## config.mk

```make
export PLATFORM = sky130hd
export DESIGN_NAME = sor_router
export DESIGN_NICKNAME = d
export VERILOG_FILES = /design/src/logic/sor_pkg.sv /design/src/logic/sor_router.sv
export SDC_FILE = /design/constraint.sdc
export NUM_CORES = 1
export LEC_CHECK = 0
export BUFFER_PORTS_ARGS = -buffer_cell sky130_fd_sc_hd__buf_4
export CORE_MARGIN = 2
export CORE_UTILIZATION = 61
export CTS_BUF_LIST = sky130_fd_sc_hd__clkbuf_4 sky130_fd_sc_hd__clkbuf_8
export DETAILED_ROUTE_END_ITERATION = 16
export PLACE_DENSITY_LB_ADDON = 0.2
export SKIP_CTS_REPAIR_TIMING = 1
export SYNTH_ARGS = -nofsm -noshare
export SYNTH_HDL_FRONTEND = slang
export SYNTH_SLANG_ARGS = --single-unit
export TNS_END_PERCENT = 5
```

## constraint.sdc

```tcl
create_clock -name core_clk -period 1.47 [get_ports core_clk]
set_input_delay 0.0735 -clock core_clk [delete_from_list [all_inputs] [get_ports core_clk]]
set_output_delay 0.0735 -clock core_clk [all_outputs]
set_load 0.01 [all_outputs]
```

## src/logic/sor_pkg.sv

```systemverilog
`default_nettype none
package sor_pkg;
    localparam int ADDR_W = 4;
    localparam int DATA_W = 16;
    localparam logic [ADDR_W-1:0] OFS_SEL_ONE = 4'h0;
    localparam logic [ADDR_W-1:0] OFS_SEL_TWO = 4'h1;
    localparam logic [ADDR_W-1:0] OFS_SEL_THREE = 4'h2;
    localparam logic [ADDR_W-1:0] OFS_SPARE = 4'h3;
    localparam logic [ADDR_W-1:0] OFS_POL = 4'h4;
    localparam logic [ADDR_W-1:0] OFS_ERR_LIMIT = 4'h5;
    localparam logic [ADDR_W-1:0] OFS_APPLY = 4'h6;
    localparam logic [ADDR_W-1:0] OFS_IRQ_STATUS = 4'h7;
    localparam logic [ADDR_W-1:0] OFS_IRQ_MASK = 4'h8;
    localparam logic [ADDR_W-1:0] OFS_PIN_STATE = 4'h9;
    localparam logic [15:0] RST_SEL_ONE = 16'h3211;
    localparam logic [15:0] RST_SEL_TWO = 16'h0000;
    localparam logic [15:0] RST_SEL_THREE = 16'h0000;
    localparam logic [15:0] RST_SPARE = 16'h8888;
    localparam logic [15:0] RST_POL = 16'h0000;
    localparam logic [15:0] RST_ERR_LIMIT = 16'h0000;
    localparam logic [15:0] ERR_LIMIT_MAX = 16'h7fff;
    localparam int DIGIT_W = 4;
    localparam int NUM_SIG = 9;
    localparam int NUM_PAIR = 3;
    localparam logic [3:0] DEST_NONE = 4'h0;
    localparam int IRQ_W = 2;
    localparam int IRQ_BIT_APPLY = 0;
    localparam int IRQ_BIT_BADCFG = 1;
endpackage
`default_nettype wire

```

## src/logic/sor_router.sv

```systemverilog
// How it works
// - Digit 0 none, 1..3 pick terminal pair
// - Word one: done1, speed match, turning, ready
// - Word two: current, speed cap, brake, warning
// - Word three digit 0 routes done2
// - Closed loop error limit 0..32767, reset 0
// - Each 4-bit digit decoded independently
`timescale 1ns/1ps
`default_nettype none
module sor_router (
    input wire logic core_clk,
    input wire logic rst_n,
    input wire logic [sor_pkg::ADDR_W-1:0] reg_addr,
    input wire logic [sor_pkg::DATA_W-1:0] reg_wdata,
    input wire logic reg_wr,
    input wire logic reg_rd,
    output logic [sor_pkg::DATA_W-1:0] reg_rdata,
    input wire logic position_done_one,
    input wire logic speed_match_flag,
    input wire logic motor_turning_flag,
    input wire logic drive_ready_flag,
    input wire logic current_cap_flag,
    input wire logic speed_cap_flag,
    input wire logic brake_interlock_out,
    input wire logic warning_flag,
    input wire logic position_done_two,
    output logic [sor_pkg::NUM_PAIR-1:0] pair_out,
    output logic [14:0] error_limit,
    output logic irq
);
    import sor_pkg::*;

    typedef struct packed {
        logic [15:0] sel_one;
        logic [15:0] sel_two;
        logic [15:0] sel_three;
        logic [15:0] pol;
        logic [15:0] err_limit;
        logic [15:0] act_one;
        logic [15:0] act_two;
        logic [15:0] act_three;
        logic [15:0] act_pol;
        logic [15:0] act_limit;
        logic [IRQ_W-1:0] status;
        logic [IRQ_W-1:0] mask;
        logic [NUM_PAIR-1:0] pins;
        logic [15:0] rdata;
    } sor_state_t;

    sor_state_t st_r;
    sor_state_t st_nxt;

    logic [NUM_SIG-1:0] sig_vec;
    logic [NUM_SIG*DIGIT_W-1:0] dig_vec;
    logic [NUM_PAIR-1:0] pair_raw;
    logic [NUM_PAIR-1:0] pol_act;
    logic apply_req;
    logic bad_cfg;

    assign sig_vec = {position_done_two, warning_flag, brake_interlock_out, speed_cap_flag,
                      current_cap_flag, drive_ready_flag, motor_turning_flag, speed_match_flag,
                      position_done_one};
    // Routing follows the applied copy so edits made at run time do not glitch the pins
    assign dig_vec = {st_r.act_three[3:0], st_r.act_two, st_r.act_one};

    // Several signals on one pair are ORed: the pair leaves its polarity level if any routed signal is on
    genvar gp;
    generate
        for (gp = 0; gp < NUM_PAIR; gp++) begin : g_pair
            logic [NUM_SIG-1:0] hit;
            genvar gs;
            for (gs = 0; gs < NUM_SIG; gs++) begin : g_sig
                assign hit[gs] = sig_vec[gs] &&
                    (dig_vec[gs*DIGIT_W +: DIGIT_W] == 4'(gp + 1));
            end
            assign pair_raw[gp] = |hit;
            // Each pair owns a whole polarity digit; only its low bit carries meaning
            assign pol_act[gp] = st_r.act_pol[gp*DIGIT_W];
        end
    endgenerate

    // Digits 4..F are outside the allowed range; flag them for software
    always_comb begin
        bad_cfg = 1'b0;
        for (int i = 0; i < 4; i++) begin
            if (st_r.sel_one[i*DIGIT_W +: DIGIT_W] > 4'h3 || st_r.sel_two[i*DIGIT_W +: DIGIT_W] > 4'h3) begin
                bad_cfg = 1'b1;
            end
        end
        if (st_r.sel_three[3:0] > 4'h3 || st_r.sel_three[15:4] != 12'h000) begin
            bad_cfg = 1'b1;
        end
    end

    assign apply_req = reg_wr && reg_addr == OFS_APPLY && reg_wdata[0];

    always_comb begin
        st_nxt = st_r;
        st_nxt.rdata = 16'h0000;
        st_nxt.pins = pair_raw ^ pol_act;
        if (reg_wr) begin
            case (reg_addr)
                OFS_SEL_ONE: st_nxt.sel_one = reg_wdata;
                OFS_SEL_TWO: st_nxt.sel_two = reg_wdata;
                OFS_SEL_THREE: st_nxt.sel_three = reg_wdata;
                OFS_POL: st_nxt.pol = reg_wdata;
                OFS_ERR_LIMIT: st_nxt.err_limit = {1'b0, reg_wdata[14:0]};
                OFS_IRQ_STATUS: st_nxt.status = st_r.status & ~reg_wdata[IRQ_W-1:0];
                OFS_IRQ_MASK: st_nxt.mask = reg_wdata[IRQ_W-1:0];
                default: ;
            endcase
        end
        // Set wins over a same-cycle write-one clear
        if (bad_cfg) begin
            st_nxt.status[IRQ_BIT_BADCFG] = 1'b1;
        end
        // Applying stands in for the power restart the settings wait on
        if (apply_req) begin
            st_nxt.act_one = st_r.sel_one;
            st_nxt.act_two = st_r.sel_two;
            st_nxt.act_three = st_r.sel_three;
            st_nxt.act_pol = st_r.pol;
            st_nxt.act_limit = st_r.err_limit;
            st_nxt.status[IRQ_BIT_APPLY] = 1'b1;
        end
        if (reg_rd) begin
            case (reg_addr)
                OFS_SEL_ONE: st_nxt.rdata = st_r.sel_one;
                OFS_SEL_TWO: st_nxt.rdata = st_r.sel_two;
                OFS_SEL_THREE: st_nxt.rdata = st_r.sel_three;
                OFS_SPARE: st_nxt.rdata = RST_SPARE;
                OFS_POL: st_nxt.rdata = st_r.pol;
                OFS_ERR_LIMIT: st_nxt.rdata = st_r.err_limit;
                OFS_IRQ_STATUS: st_nxt.rdata = {14'h0000, st_r.status};
                OFS_IRQ_MASK: st_nxt.rdata = {14'h0000, st_r.mask};
                OFS_PIN_STATE: st_nxt.rdata = {13'h0000, st_r.pins};
                default: st_nxt.rdata = 16'h0000;
            endcase
        end
    end

    always_ff @(posedge core_clk) begin
        if (!rst_n) begin
            st_r <= '0;
            st_r.sel_one <= RST_SEL_ONE;
            st_r.sel_two <= RST_SEL_TWO;
            st_r.sel_three <= RST_SEL_THREE;
            st_r.pol <= RST_POL;
            st_r.err_limit <= RST_ERR_LIMIT;
            st_r.act_one <= RST_SEL_ONE;
            st_r.act_two <= RST_SEL_TWO;
            st_r.act_three <= RST_SEL_THREE;
            st_r.act_pol <= RST_POL;
            st_r.act_limit <= RST_ERR_LIMIT;
        end else begin
            st_r <= st_nxt;
        end
    end

    assign reg_rdata = st_r.rdata;
    assign pair_out = st_r.pins;
    assign error_limit = st_r.act_limit[14:0];
    assign irq = |(st_r.status & st_r.mask);

    property p_route_one;
        @(posedge core_clk) disable iff (!rst_n)
        (st_r.act_one[3:0] == 4'h1 && position_done_one && st_r.act_pol[0] == 1'b0)
            |=> pair_out[0];
    endproperty
    a_route_one: assert property (p_route_one) else $error("done1 not on pair 0");

    property p_none_quiet;
        @(posedge core_clk) disable iff (!rst_n)
        (st_r.act_one == 16'h0000 && st_r.act_two == 16'h0000 && st_r.act_three[3:0] == 4'h0)
            |=> pair_out == $past(pol_act);
    endproperty
    a_none_quiet: assert property (p_none_quiet) else $error("unrouted signal drove a pair");

    property p_ready_pair;
        @(posedge core_clk) disable iff (!rst_n)
        (st_r.act_one[15:12] == 4'h3 && drive_ready_flag && !pol_act[2]) |=> pair_out[2];
    endproperty
    a_ready_pair: assert property (p_ready_pair) else $error("ready not on pair 2");

    property p_warn_pair;
        @(posedge core_clk) disable iff (!rst_n)
        (st_r.act_two[15:12] == 4'h2 && warning_flag) |=> pair_out[1] != $past(pol_act[1]);
    endproperty
    a_warn_pair: assert property (p_warn_pair) else $error("warning not on pair 1");

    property p_done_two;
        @(posedge core_clk) disable iff (!rst_n)
        (st_r.act_three[3:0] == 4'h1 && position_done_two && !st_r.act_pol[0]) |=> pair_out[0];
    endproperty
    a_done_two: assert property (p_done_two) else $error("done2 not on pair 0");

    property p_limit_range;
        @(posedge core_clk) disable iff (!rst_n)
        (reg_wr && reg_addr == OFS_ERR_LIMIT)
            |=> st_r.err_limit == ($past(reg_wdata) & ERR_LIMIT_MAX);
    endproperty
    a_limit_range: assert property (p_limit_range) else $error("limit readback wrong");

    property p_pol_wait;
        @(posedge core_clk) disable iff (!rst_n)
        !apply_req |=> $stable(st_r.act_pol) && $stable(st_r.act_one) && $stable(st_r.act_two);
    endproperty
    a_pol_wait: assert property (p_pol_wait) else $error("polarity applied early");

    property p_spare_read;
        @(posedge core_clk) disable iff (!rst_n)
        (reg_rd && reg_addr == OFS_SPARE) |=> reg_rdata == 16'h8888;
    endproperty
    a_spare_read: assert property (p_spare_read) else $error("spare word wrong");

    property p_route_speed;
        @(posedge core_clk) disable iff (!rst_n)
        (st_r.act_one[7:4] == 4'h1 && speed_match_flag && !pol_act[0]) |=> pair_out[0];
    endproperty
    a_route_speed: assert property (p_route_speed) else $error("speed match not on pair 0");

    property p_route_turning;
        @(posedge core_clk) disable iff (!rst_n)
        (st_r.act_one[11:8] == 4'h3 && motor_turning_flag && !pol_act[2]) |=> pair_out[2];
    endproperty
    a_route_turning: assert property (p_route_turning) else $error("turning not on pair 2");

    property p_route_current;
        @(posedge core_clk) disable iff (!rst_n)
        (st_r.act_two[3:0] == 4'h1 && current_cap_flag && !pol_act[0]) |=> pair_out[0];
    endproperty
    a_route_current: assert property (p_route_current) else $error("current cap not on pair 0");

    property p_route_speed_cap;
        @(posedge core_clk) disable iff (!rst_n)
        (st_r.act_two[7:4] == 4'h3 && speed_cap_flag && !pol_act[2]) |=> pair_out[2];
    endproperty
    a_route_speed_cap: assert property (p_route_speed_cap) else $error("speed cap not on pair 2");

    property p_route_brake;
        @(posedge core_clk) disable iff (!rst_n)
        (st_r.act_two[11:8] == 4'h1 && brake_interlock_out && !pol_act[0]) |=> pair_out[0];
    endproperty
    a_route_brake: assert property (p_route_brake) else $error("brake not on pair 0");

    property p_done_two_far;
        @(posedge core_clk) disable iff (!rst_n)
        (st_r.act_three[3:0] == 4'h3 && position_done_two && !pol_act[2]) |=> pair_out[2];
    endproperty
    a_done_two_far: assert property (p_done_two_far) else $error("done2 not on pair 2");

    property p_invert_on;
        @(posedge core_clk) disable iff (!rst_n)
        (pol_act[1] && sig_vec == 9'h000) |=> pair_out[1];
    endproperty
    a_invert_on: assert property (p_invert_on) else $error("inverted idle pair low");

    property p_invert_off;
        @(posedge core_clk) disable iff (!rst_n)
        (st_r.act_one[3:0] == 4'h2 && position_done_one && pol_act[1]) |=> !pair_out[1];
    endproperty
    a_invert_off: assert property (p_invert_off) else $error("inverted active pair high");

    property p_idle_level;
        @(posedge core_clk) disable iff (!rst_n)
        sig_vec == 9'h000 |=> pair_out == $past(pol_act);
    endproperty
    a_idle_level: assert property (p_idle_level) else $error("idle pairs not at polarity level");

    property p_wide_digit;
        @(posedge core_clk) disable iff (!rst_n)
        (st_r.act_one[3:0] > 4'h3 && sig_vec == 9'h001) |=> pair_out == $past(pol_act);
    endproperty
    a_wide_digit: assert property (p_wide_digit) else $error("digit above 3 routed");

    property p_digit_zero;
        @(posedge core_clk) disable iff (!rst_n)
        (st_r.act_one[3:0] == 4'h0 && sig_vec == 9'h001) |=> pair_out == $past(pol_act);
    endproperty
    a_digit_zero: assert property (p_digit_zero) else $error("digit 0 routed");

    property p_read_one;
        @(posedge core_clk) disable iff (!rst_n)
        (reg_rd && reg_addr == OFS_SEL_ONE) |=> reg_rdata == $past(st_r.sel_one);
    endproperty
    a_read_one: assert property (p_read_one) else $error("word one readback wrong");

    property p_write_one;
        @(posedge core_clk) disable iff (!rst_n)
        (reg_wr && reg_addr == OFS_SEL_ONE) |=> st_r.sel_one == $past(reg_wdata);
    endproperty
    a_write_one: assert property (p_write_one) else $error("word one not stored");

    property p_write_two;
        @(posedge core_clk) disable iff (!rst_n)
        (reg_wr && reg_addr == OFS_SEL_TWO) |=> st_r.sel_two == $past(reg_wdata);
    endproperty
    a_write_two: assert property (p_write_two) else $error("word two not stored");

    property p_write_three;
        @(posedge core_clk) disable iff (!rst_n)
        (reg_wr && reg_addr == OFS_SEL_THREE) |=> st_r.sel_three == $past(reg_wdata);
    endproperty
    a_write_three: assert property (p_write_three) else $error("word three not stored");

    property p_apply_routes;
        @(posedge core_clk) disable iff (!rst_n)
        apply_req |=> st_r.act_one == $past(st_r.sel_one) && st_r.act_two == $past(st_r.sel_two)
            && st_r.act_three == $past(st_r.sel_three) && st_r.act_pol == $past(st_r.pol);
    endproperty
    a_apply_routes: assert property (p_apply_routes) else $error("apply did not copy settings");

    property p_apply_limit;
        @(posedge core_clk) disable iff (!rst_n)
        apply_req |=> error_limit == $past(st_r.err_limit[14:0]);
    endproperty
    a_apply_limit: assert property (p_apply_limit) else $error("apply did not copy limit");

    property p_limit_hold;
        @(posedge core_clk) disable iff (!rst_n)
        !apply_req |=> $stable(error_limit);
    endproperty
    a_limit_hold: assert property (p_limit_hold) else $error("limit moved without apply");

    property p_limit_top;
        @(posedge core_clk) disable iff (!rst_n)
        (reg_wr && reg_addr == OFS_ERR_LIMIT) |=> !st_r.err_limit[15];
    endproperty
    a_limit_top: assert property (p_limit_top) else $error("limit above 32767");

    property p_read_limit;
        @(posedge core_clk) disable iff (!rst_n)
        (reg_rd && reg_addr == OFS_ERR_LIMIT) |=> reg_rdata == $past(st_r.err_limit);
    endproperty
    a_read_limit: assert property (p_read_limit) else $error("limit readback wrong");

    property p_pin_read;
        @(posedge core_clk) disable iff (!rst_n)
        (reg_rd && reg_addr == OFS_PIN_STATE) |=> reg_rdata == {13'h0, $past(pair_out)};
    endproperty
    a_pin_read: assert property (p_pin_read) else $error("pin state readback wrong");

    property p_bad_flag;
        @(posedge core_clk) disable iff (!rst_n)
        bad_cfg |=> st_r.status[IRQ_BIT_BADCFG];
    endproperty
    a_bad_flag: assert property (p_bad_flag) else $error("bad digit not flagged");

    property p_pol_read;
        @(posedge core_clk) disable iff (!rst_n)
        (reg_rd && reg_addr == OFS_POL) |=> reg_rdata == $past(st_r.pol);
    endproperty
    a_pol_read: assert property (p_pol_read) else $error("polarity readback wrong");
endmodule
`default_nettype wire

```

# After elaboration in Yosys (flattened, before gate mapping)
# Index checks and enable logic that the tools add are counted.
[totals]
ram_bits = 0
romBits = 0
output_inout_bits = 35
elab_cells = 128
mem_count = 0
in_bits = 33
latchBits = 0
reg_bits = 162
[op_classes]
shifts = 0
n_addsub = 0
muxes = 11
n_eq_ne = 36
n_div = 0
n_lt_le_gt_ge = 9
bitwise = 4
reduce_logical = 53
multipliers = 0
[ops]
columns = ["op", "count"]
rows = [
  ["16-bit case mux with 9 select lines", 1],
  ["4-bit by 2-bit equality test with 1-bit output (second input constant)", 20],
  ["4-bit by 1-bit equality test with 1-bit output (second input constant)", 10],
  ["4-bit by 2-bit greater-than comparator with 1-bit output (second input constant)", 9],
  ["1-bit logical AND", 29],
  ["9-bit OR reduction", 3],
  ["2-bit AND reduction", 9],
  ["4-bit by 3-bit equality test with 1-bit output (second input constant)", 4],
  ["12-bit nonzero test", 1],
  ["4-bit equality test (second input constant)", 2],
  ["2-bit nonzero test", 4],
  ["1-bit two-way mux", 7],
  ["1-bit logical OR", 5],
  ["2-bit AND", 2],
  ["4-bit logical NOT", 1],
  ["2-bit two-way mux", 2],
  ["4-bit two-way mux", 1],
  ["3-bit XOR", 1],
  ["2-bit NOT", 1],
  ["2-bit OR reduction", 1],
]

# Logic depth before layout (Yosys ltp)
# Gate-level depths: netlist (run 1).
[depth]
depth_word = 9
mapped_depth = 7
ltp_nobuf = 5

# Least setup slack after synthesis (run 1)
# No wires, ideal clock.
[synth_path]
kind = "input -> register"
startpoint = "input reg_addr[0] in the netlist's numbering"
endpoint = "register st_r[140] in the netlist's numbering"
stages = 5
required_time_ps = 1354
slack_ps = 115
t_arrival_ps = 1239
path_cell_list = "buf_2 > nor4_4 > buf_6 > mux2i_1 > nor2b_1"
[synth_via]
elab_chain_len = 2
[synth_lines]
columns = ["element", "line", "source"]
rows = [
  ["from (decl)", "sor_router.sv:13", "input wire logic [sor_pkg::ADDR_W-1:0] reg_addr,"],
  ["4-bit by 2-bit equality test with 1-bit output", "sor_router.sv:102", "case (reg_addr)"],
  ["2-bit AND reduction (no source line)", "n/a", ""],
  ["to (signal assigned)", "sor_router.sv:156", "st_r <= st_nxt;"],
  ["to (decl)", "sor_router.sv:50", "sor_state_t st_r;"],
]
# No other way between the ends.
# A chain may end at the register's enable or synchronous reset.

# Worst setup path in the final report (run 1)
[layout_path]
startpoint = "register st_r (netlist bit dig_vec[14])"
endpoint = "register st_r (netlist bit pair_out[0])"
[layout_via]
elab_chain_len = 4
[layout_lines]
columns = ["element", "line", "source"]
rows = [
  ["4-bit by 1-bit equality test with 1-bit output", "sor_router.sv:74", "(dig_vec[gs*DIGIT_W +: DIGIT_W] == 4'(gp + 1));"],
  ["1-bit logical AND", "sor_router.sv:73", "assign hit[gs] = sig_vec[gs] &&"],
  ["9-bit OR reduction", "sor_router.sv:76", "assign pair_raw[gp] = |hit;"],
  ["3-bit XOR", "sor_router.sv:100", "st_nxt.pins = pair_raw ^ pol_act;"],
]
# No other way between the ends.

==> flow_summary_export.csv, run 1 <==
group,metric,value,unit
floorplan,ios,68,
critical_path,r2r_setup_slack,0.06,ns
timing,rsz0062_at_grt,"true",
synth,synth_edf_count,0,
critical_path,crit_slowest_cell,"or4_1",
finish,syn_to_final_growth,18.7,%
critical_path,worstPathRequired,1.82,ns
route,vias,5994,
clocking,insertion_delay,0.45,ns
clocking,clkTransAtPathRegs,0.08,ns
critical_path,critPathKind,"flop to flop",
global_route,grt_max_degree,82,
global_route,globalRouteTotalUtil,31.9,%
clocking,clock-sinks,156,
critical_path,slowest_delay,0.51,ns
synth,synthFlopType,"dfxtp_1",
synth,yosysUniqueCellTypes,47,
timing,max_slew.worst_pin.slew,0.547,ns
hold_path,whs_path_depth,4,
critical_path,worstPathBufferInverterCount,0,
critical_path,rr_endpoint,"pair_out[0]",
finish,final_cell_count_no_fill,1015,
place,gp_congestion,0.896,
synth,synthArstFlopShare,0,%
route,top_layer,"met4",
critical_path,ff2ff_path_depth,5,
route,drt_iter0_drc,501,
timing,fin_ws,0.0601,ns
timing,slew_viol_final,0,
finish,diodes,0,
clocking,max-clock-path-buffers,2,
timing,hold_viol,0,
critical_path,reg2reg_from,"dig_vec[14]",
floorplan,start_util,62.5,%
timing,fin_crit,1.41,ns
synth,syn_inst,810,
clocking,cts_buffers,17,
synth,synth_area_leaders,"dfxtp_1, nand2_1, a21boi_1",
hold_path,hold_path_class,"primary input to flop",
status,status,"finished clean",
floorplan,fp.dieArea,12000,µm²
synth,ys_warn_count,0,
timing,slew-limit-headroom,63.4,%
finish,nets,895,
timing,setup_viol,0,
hold_path,worstHoldStart,"reg_addr[3]",
synth,yosys.cell_count.top_type,"nand2_1",
route,drcViolationCount,0,
route,first_pass_iters,6,
route,routed_wl,18500,µm
floorplan,rows,38,
route,wl_met2,8910,µm
floorplan,die_height,109,µm
finish,drive_gt1_share,18.6,%
route,wl_met1,7640,µm
power,p_per_area,1080,nW/µm²
global_route,first_global_vias,5701,
finish,finalInstanceArea,8050,µm²
clocking,root_buffer,"clkbuf_8",
timing,fin_crit_sh,95.9,%
timing,fin_skew,0.0103,ns
route,vias_per_cell,5.91,
route,ant_nets,0,
critical_path,crit_arrival,1.76,ns
clocking,htreeDepth,4,
synth,synth_nets,843,
synth,synth_area_leader_cell,"dfxtp_1",
route,met3_length,1220,µm
power,irDropWorstVdd,1180,µV
timing,holdWs,0.00322,ns
synth,synth_top_area_share,46.1,%
synth,syn-mean-instance-area,8.37,µm²
synth,ys_ff_latch,156,
hold_path,whs_endpoint,"reg_rdata[2]",
critical_path,cp-end-kind,"flop",
power,power.leakage,2.90,nW
timing,fmax,709,MHz
floorplan,fp.dieW,109,µm
place,io_buffers,67,
place,dp_slack,0.0299,ns
synth,synth_commonest_cells,"nand2_1, dfxtp_1, a21boi_1",
route,wl_per_cell,18.2,µm
critical_path,cp_cell_sequence,"nor3b_2 -> nand3b_1 -> nand4_1 -> or4_1 -> and3_4",
critical_path,cp_max_fo,3,
synth,synth_area,6780,µm²
synth,synth_seq_area_share,46.1,%
floorplan,coreArea,10800,µm²
global_route,grt.overflow.total,0,
global_route,antenna_found_initial,0,
flow_run,maxCapViolCount,0,
place,post_dp_cell_area,7340,µm²
critical_path,cp_top_family,"simple AND/OR/NAND/NOR gates",
clocking,cts_tree,"built",
critical_path,startpoint_type,"flop",
place,dp_cells,966,
place,dp_hpwl,12900,µm
global_route,grt_pass1_wl,28900,µm
[routing by layer]
layer / global-route usage (%) / vias to the layer above
li1: - / 2838
met1: 39.8 / 2849
met2: 52.0 / 259
met3: 6.05 / 48
met4: 17.5 / 0
met5: 0 / -
[cells by family after synthesis]
| logic type | count (synthesis) | synth area share (%) |
|---|---|---|
| compound gates | 172 | 18.8 |
| buf+inv | 90 | 7.40 |
| flops | 156 | 46.1 |
| mux | 21 | 3.30 |
| simple gates | 371 | 24.4 |
[per-stage QoR]
stage	TNS (ns)	total power (W)	util (%)
4_1_cts	0	0.00872	72.2
3_3_place_gp	0	0.00491	67.7
3_5_place_dp	0	0.00492	67.7
6_report	0	0.00872	74.2
5_1_grt	-0.0407	0.00900	74.2
2_1_floorplan	0	0.00468	-
[cell type report]
cell class / count / area, µm²
inverter: 4 / 15.0
fill: 829 / 2790
timing repair buffer: 119 / 1040
sequential: 156 / 3140
multi-input combinational: 564 / 3190
clock inverter: 14 / 239
clock buffer: 18 / 248
tap: 140 / 175
[registers in the layout, indices dropped and copies added (netlist names)]
name	flops
dig_vec	36
error_limit	15
pair_out	3
pol_act	3
reg_rdata	16
st_r	83
[how the worst max path moves through the flow]
stage,start,endpoint,slack (ns),cells after the start
floorplan,reg_addr[0],st_r[140],0.11,5
CTS,dig_vec[6],pair_out[0],0.006,5
global placement,dig_vec[35],pair_out[2],0.05,5
global route,dig_vec[14],pair_out[0],-0.03,5
finish,dig_vec[14],pair_out[0],0.06,5
detailed placement,dig_vec[26],pair_out[1],0.03,5
[cells in the final DEF, fill, tap and decap left out, types with 4 or more instances in the layout]
master	count
dfxtp_2	16
buf_4	94
inv_1	4
nor4_1	8
a21boi_1	96
dlygate4sd3_1	17
a21boi_0	12
a21oi_1	14
nand2b_1	4
nand2_1	260
a22oi_1	15
nand4b_1	7
mux2i_1	19
nor2b_1	21
a31oi_1	4
clkbuf_8	18
nor2_1	17
a222oi_1	9
buf_12	8
nand4_1	8
nand3_1	21
dfxtp_1	140
bufinv_16	6
[power by group]
| part | total (W) | leakage [nW] | switching [W] | internal [W] |
|---|---|---|---|---|
| combinational | 0.000557 | 1.39 | 0.000290 | 0.000266 |
| clock | 0.00386 | 0.248 | 0.00161 | 0.00225 |
| sequential | 0.00431 | 1.27 | 0.0000460 | 0.00427 |
| total | 0.00872 | 2.90 | 0.00194 | 0.00678 |
[tightest hold or removal path, stage by stage]
cell,delay [ns]
buf_4,0.12
o22ai_1,0.07
nand2b_1,0.07
a31oi_1,0.07
(Power assumes the default switching activity.)
==> inputs of run 2 (changes only) <==
--- a/config.mk
+++ b/config.mk
@@ -5,11 +5,11 @@
 export SDC_FILE = /design/constraint.sdc
 export NUM_CORES = 1
 export LEC_CHECK = 0
-export BUFFER_PORTS_ARGS = -buffer_cell sky130_fd_sc_hd__buf_4
 export CORE_MARGIN = 2
-export CORE_UTILIZATION = 61
+export CORE_UTILIZATION = 62
 export CTS_BUF_LIST = sky130_fd_sc_hd__clkbuf_4 sky130_fd_sc_hd__clkbuf_8
 export DETAILED_ROUTE_END_ITERATION = 16
+export DONT_BUFFER_PORTS = 1
 export PLACE_DENSITY_LB_ADDON = 0.2
 export SKIP_CTS_REPAIR_TIMING = 1
 export SYNTH_ARGS = -nofsm -noshare
==> flow_summary_export.csv, run 2 (synthesis gave the netlist of run 1 again) <==
group,metric,value,unit
finish,largest_reg_flops,83,
timing,fin_crit,1.50,ns
route,ant_nets,0,
timing,fmax,667,MHz
route,first_pass_iters,6,
critical_path,startpoint_type,"primary input",
finish,nets,878,
status,status,"finished, violations left",
finish,final_cell_mix,"nand2_1, dfxtp_1, a21boi_1, dlygate4sd3_1, buf_4",
timing,rsz0062_at_grt,"true",
critical_path,critPathKind,"primary input to flop",
global_route,grt.overflow.total,0,
flow_run,maxCapViolCount,0,
timing,fin_crit_sh,102,%
clocking,root_buffer,"clkbuf_8",
power,p_per_area,1030,nW/µm²
power,power.leakage,2.81,nW
floorplan,rows,38,
timing,max_slew.worst_pin.slew,0.471,ns
floorplan,fp.dieW,109,µm
route,top_layer,"met4",
critical_path,cp_max_fo,100,
global_route,grt_pass1_wl,28200,µm
place,dp_slack,0.0535,ns
route,routed_wl,20200,µm
timing,hold_viol,21,
route,drt_iter0_drc,824,
place,dp_cells,898,
clocking,max-clock-path-buffers,2,
route,wl_met1,8000,µm
timing,fin_skew,0.0100,ns
finish,drive_gt1_share,9.46,%
finish,finalInstanceArea,7930,µm²
route,vias,6120,
clocking,cts_buffers,17,
finish,diodes,0,
status,violations,"hold timing, setup timing",
route,met3_length,1990,µm
place,dp_hpwl,12600,µm
timing,slew_viol_final,0,
place,io_buffers,0,
finish,syn_to_final_growth,17.0,%
route,wl_met2,9410,µm
clocking,clkTransAtPathRegs,0.08,ns
timing,fin_ws,-0.0297,ns
critical_path,r2r_setup_slack,0.05,ns
global_route,grt_max_degree,142,
critical_path,cp-end-kind,"flop",
floorplan,die_height,109,µm
route,wl_per_cell,20.3,µm
power,irDropWorstVdd,960,µV
hold_path,hold_path_class,"primary input to flop",
floorplan,start_util,63.1,%
finish,final_cell_count_no_fill,996,
place,post_dp_cell_area,6780,µm²
floorplan,fp.dieArea,11800,µm²
route,drcViolationCount,0,
critical_path,crit_arrival,1.87,ns
finish,largest_register,"st_r",
timing,slew-limit-headroom,68.5,%
clocking,htreeDepth,4,
critical_path,worstPathRequired,1.84,ns
clocking,clock-sinks,156,
finish,final_common_cell,"nand2_1",
route,vias_per_cell,6.14,
timing,holdWs,-0.0369,ns
floorplan,coreArea,10700,µm²
global_route,antenna_found_initial,0,
clocking,cts_tree,"built",
timing,setup_viol,2,
global_route,globalRouteTotalUtil,31.9,%
floorplan,ios,68,
place,gp_congestion,0.989,
clocking,insertion_delay,0.46,ns
global_route,first_global_vias,5423,
[run 2: cell count changes in the layout (fill, tap and decap cells not counted), sizes merged]
cell         change
buf             -67
clkinv           -2
bufinv           -3
inv              -3
clkinvlp         +1
dlygate4sd3     +50
clkbuf           +5
[run 2: metal layers]
layer	global-route usage, %	up-vias
met2	52.5	348
met3	9.22	78
met1	38.7	2893
li1	-	2801
met4	14.3	0
met5	0	-
[run 2: metrics by stage]
stage | TNS (ns) | hold slack (ns) | total power, W | util (%)
finish | -0.0353 | -0.0369 | 0.00816 | 73.8
global route | -0.00692 | 0.00188 | 0.00838 | 73.8
CTS | 0 | -0.305 | 0.00798 | 67.0
detailed placement | 0 | 0.167 | 0.00470 | 63.1
global placement | 0 | 0.160 | 0.00469 | 63.1
floorplan | 0 | 0.198 | 0.00468 | -
[run 2: worst max-delay path: stages]
cell	delay, ns
dlygate4sd3_1	0.62
buf_16	0.31
nand4_1	0.28
buf_4	0.29
a31oi_1	0.21
[run 2: final timing paths]
check / from / endpoint / cells after the start
worst min register to register: dig_vec[26] / dig_vec[26] / 2
worst max-delay path: rst_n / reg_rdata[11] / 5
worst max register to register: dig_vec[9] / pair_out[0] / 4
worst min-delay path: reg_addr[0] / reg_rdata[0] / 4
[run 2: cell type report]
cell class / instances / area (µm²)
inverters: 4 / 15.0
clock inverters: 7 / 113
well taps: 140 / 175
flip-flops and latches: 156 / 3130
clock buffers: 23 / 304
repair buffers: 102 / 1000
multi-input cells: 564 / 3190
fillers: 810 / 2820
[run 2: power breakdown]
part	total, W	switching (W)	internal (W)
Combinational	0.000468	0.000247	0.000221
Sequential	0.00431	0.0000471	0.00427
Clock	0.00338	0.00151	0.00187
Total	0.00816	0.00181	0.00636
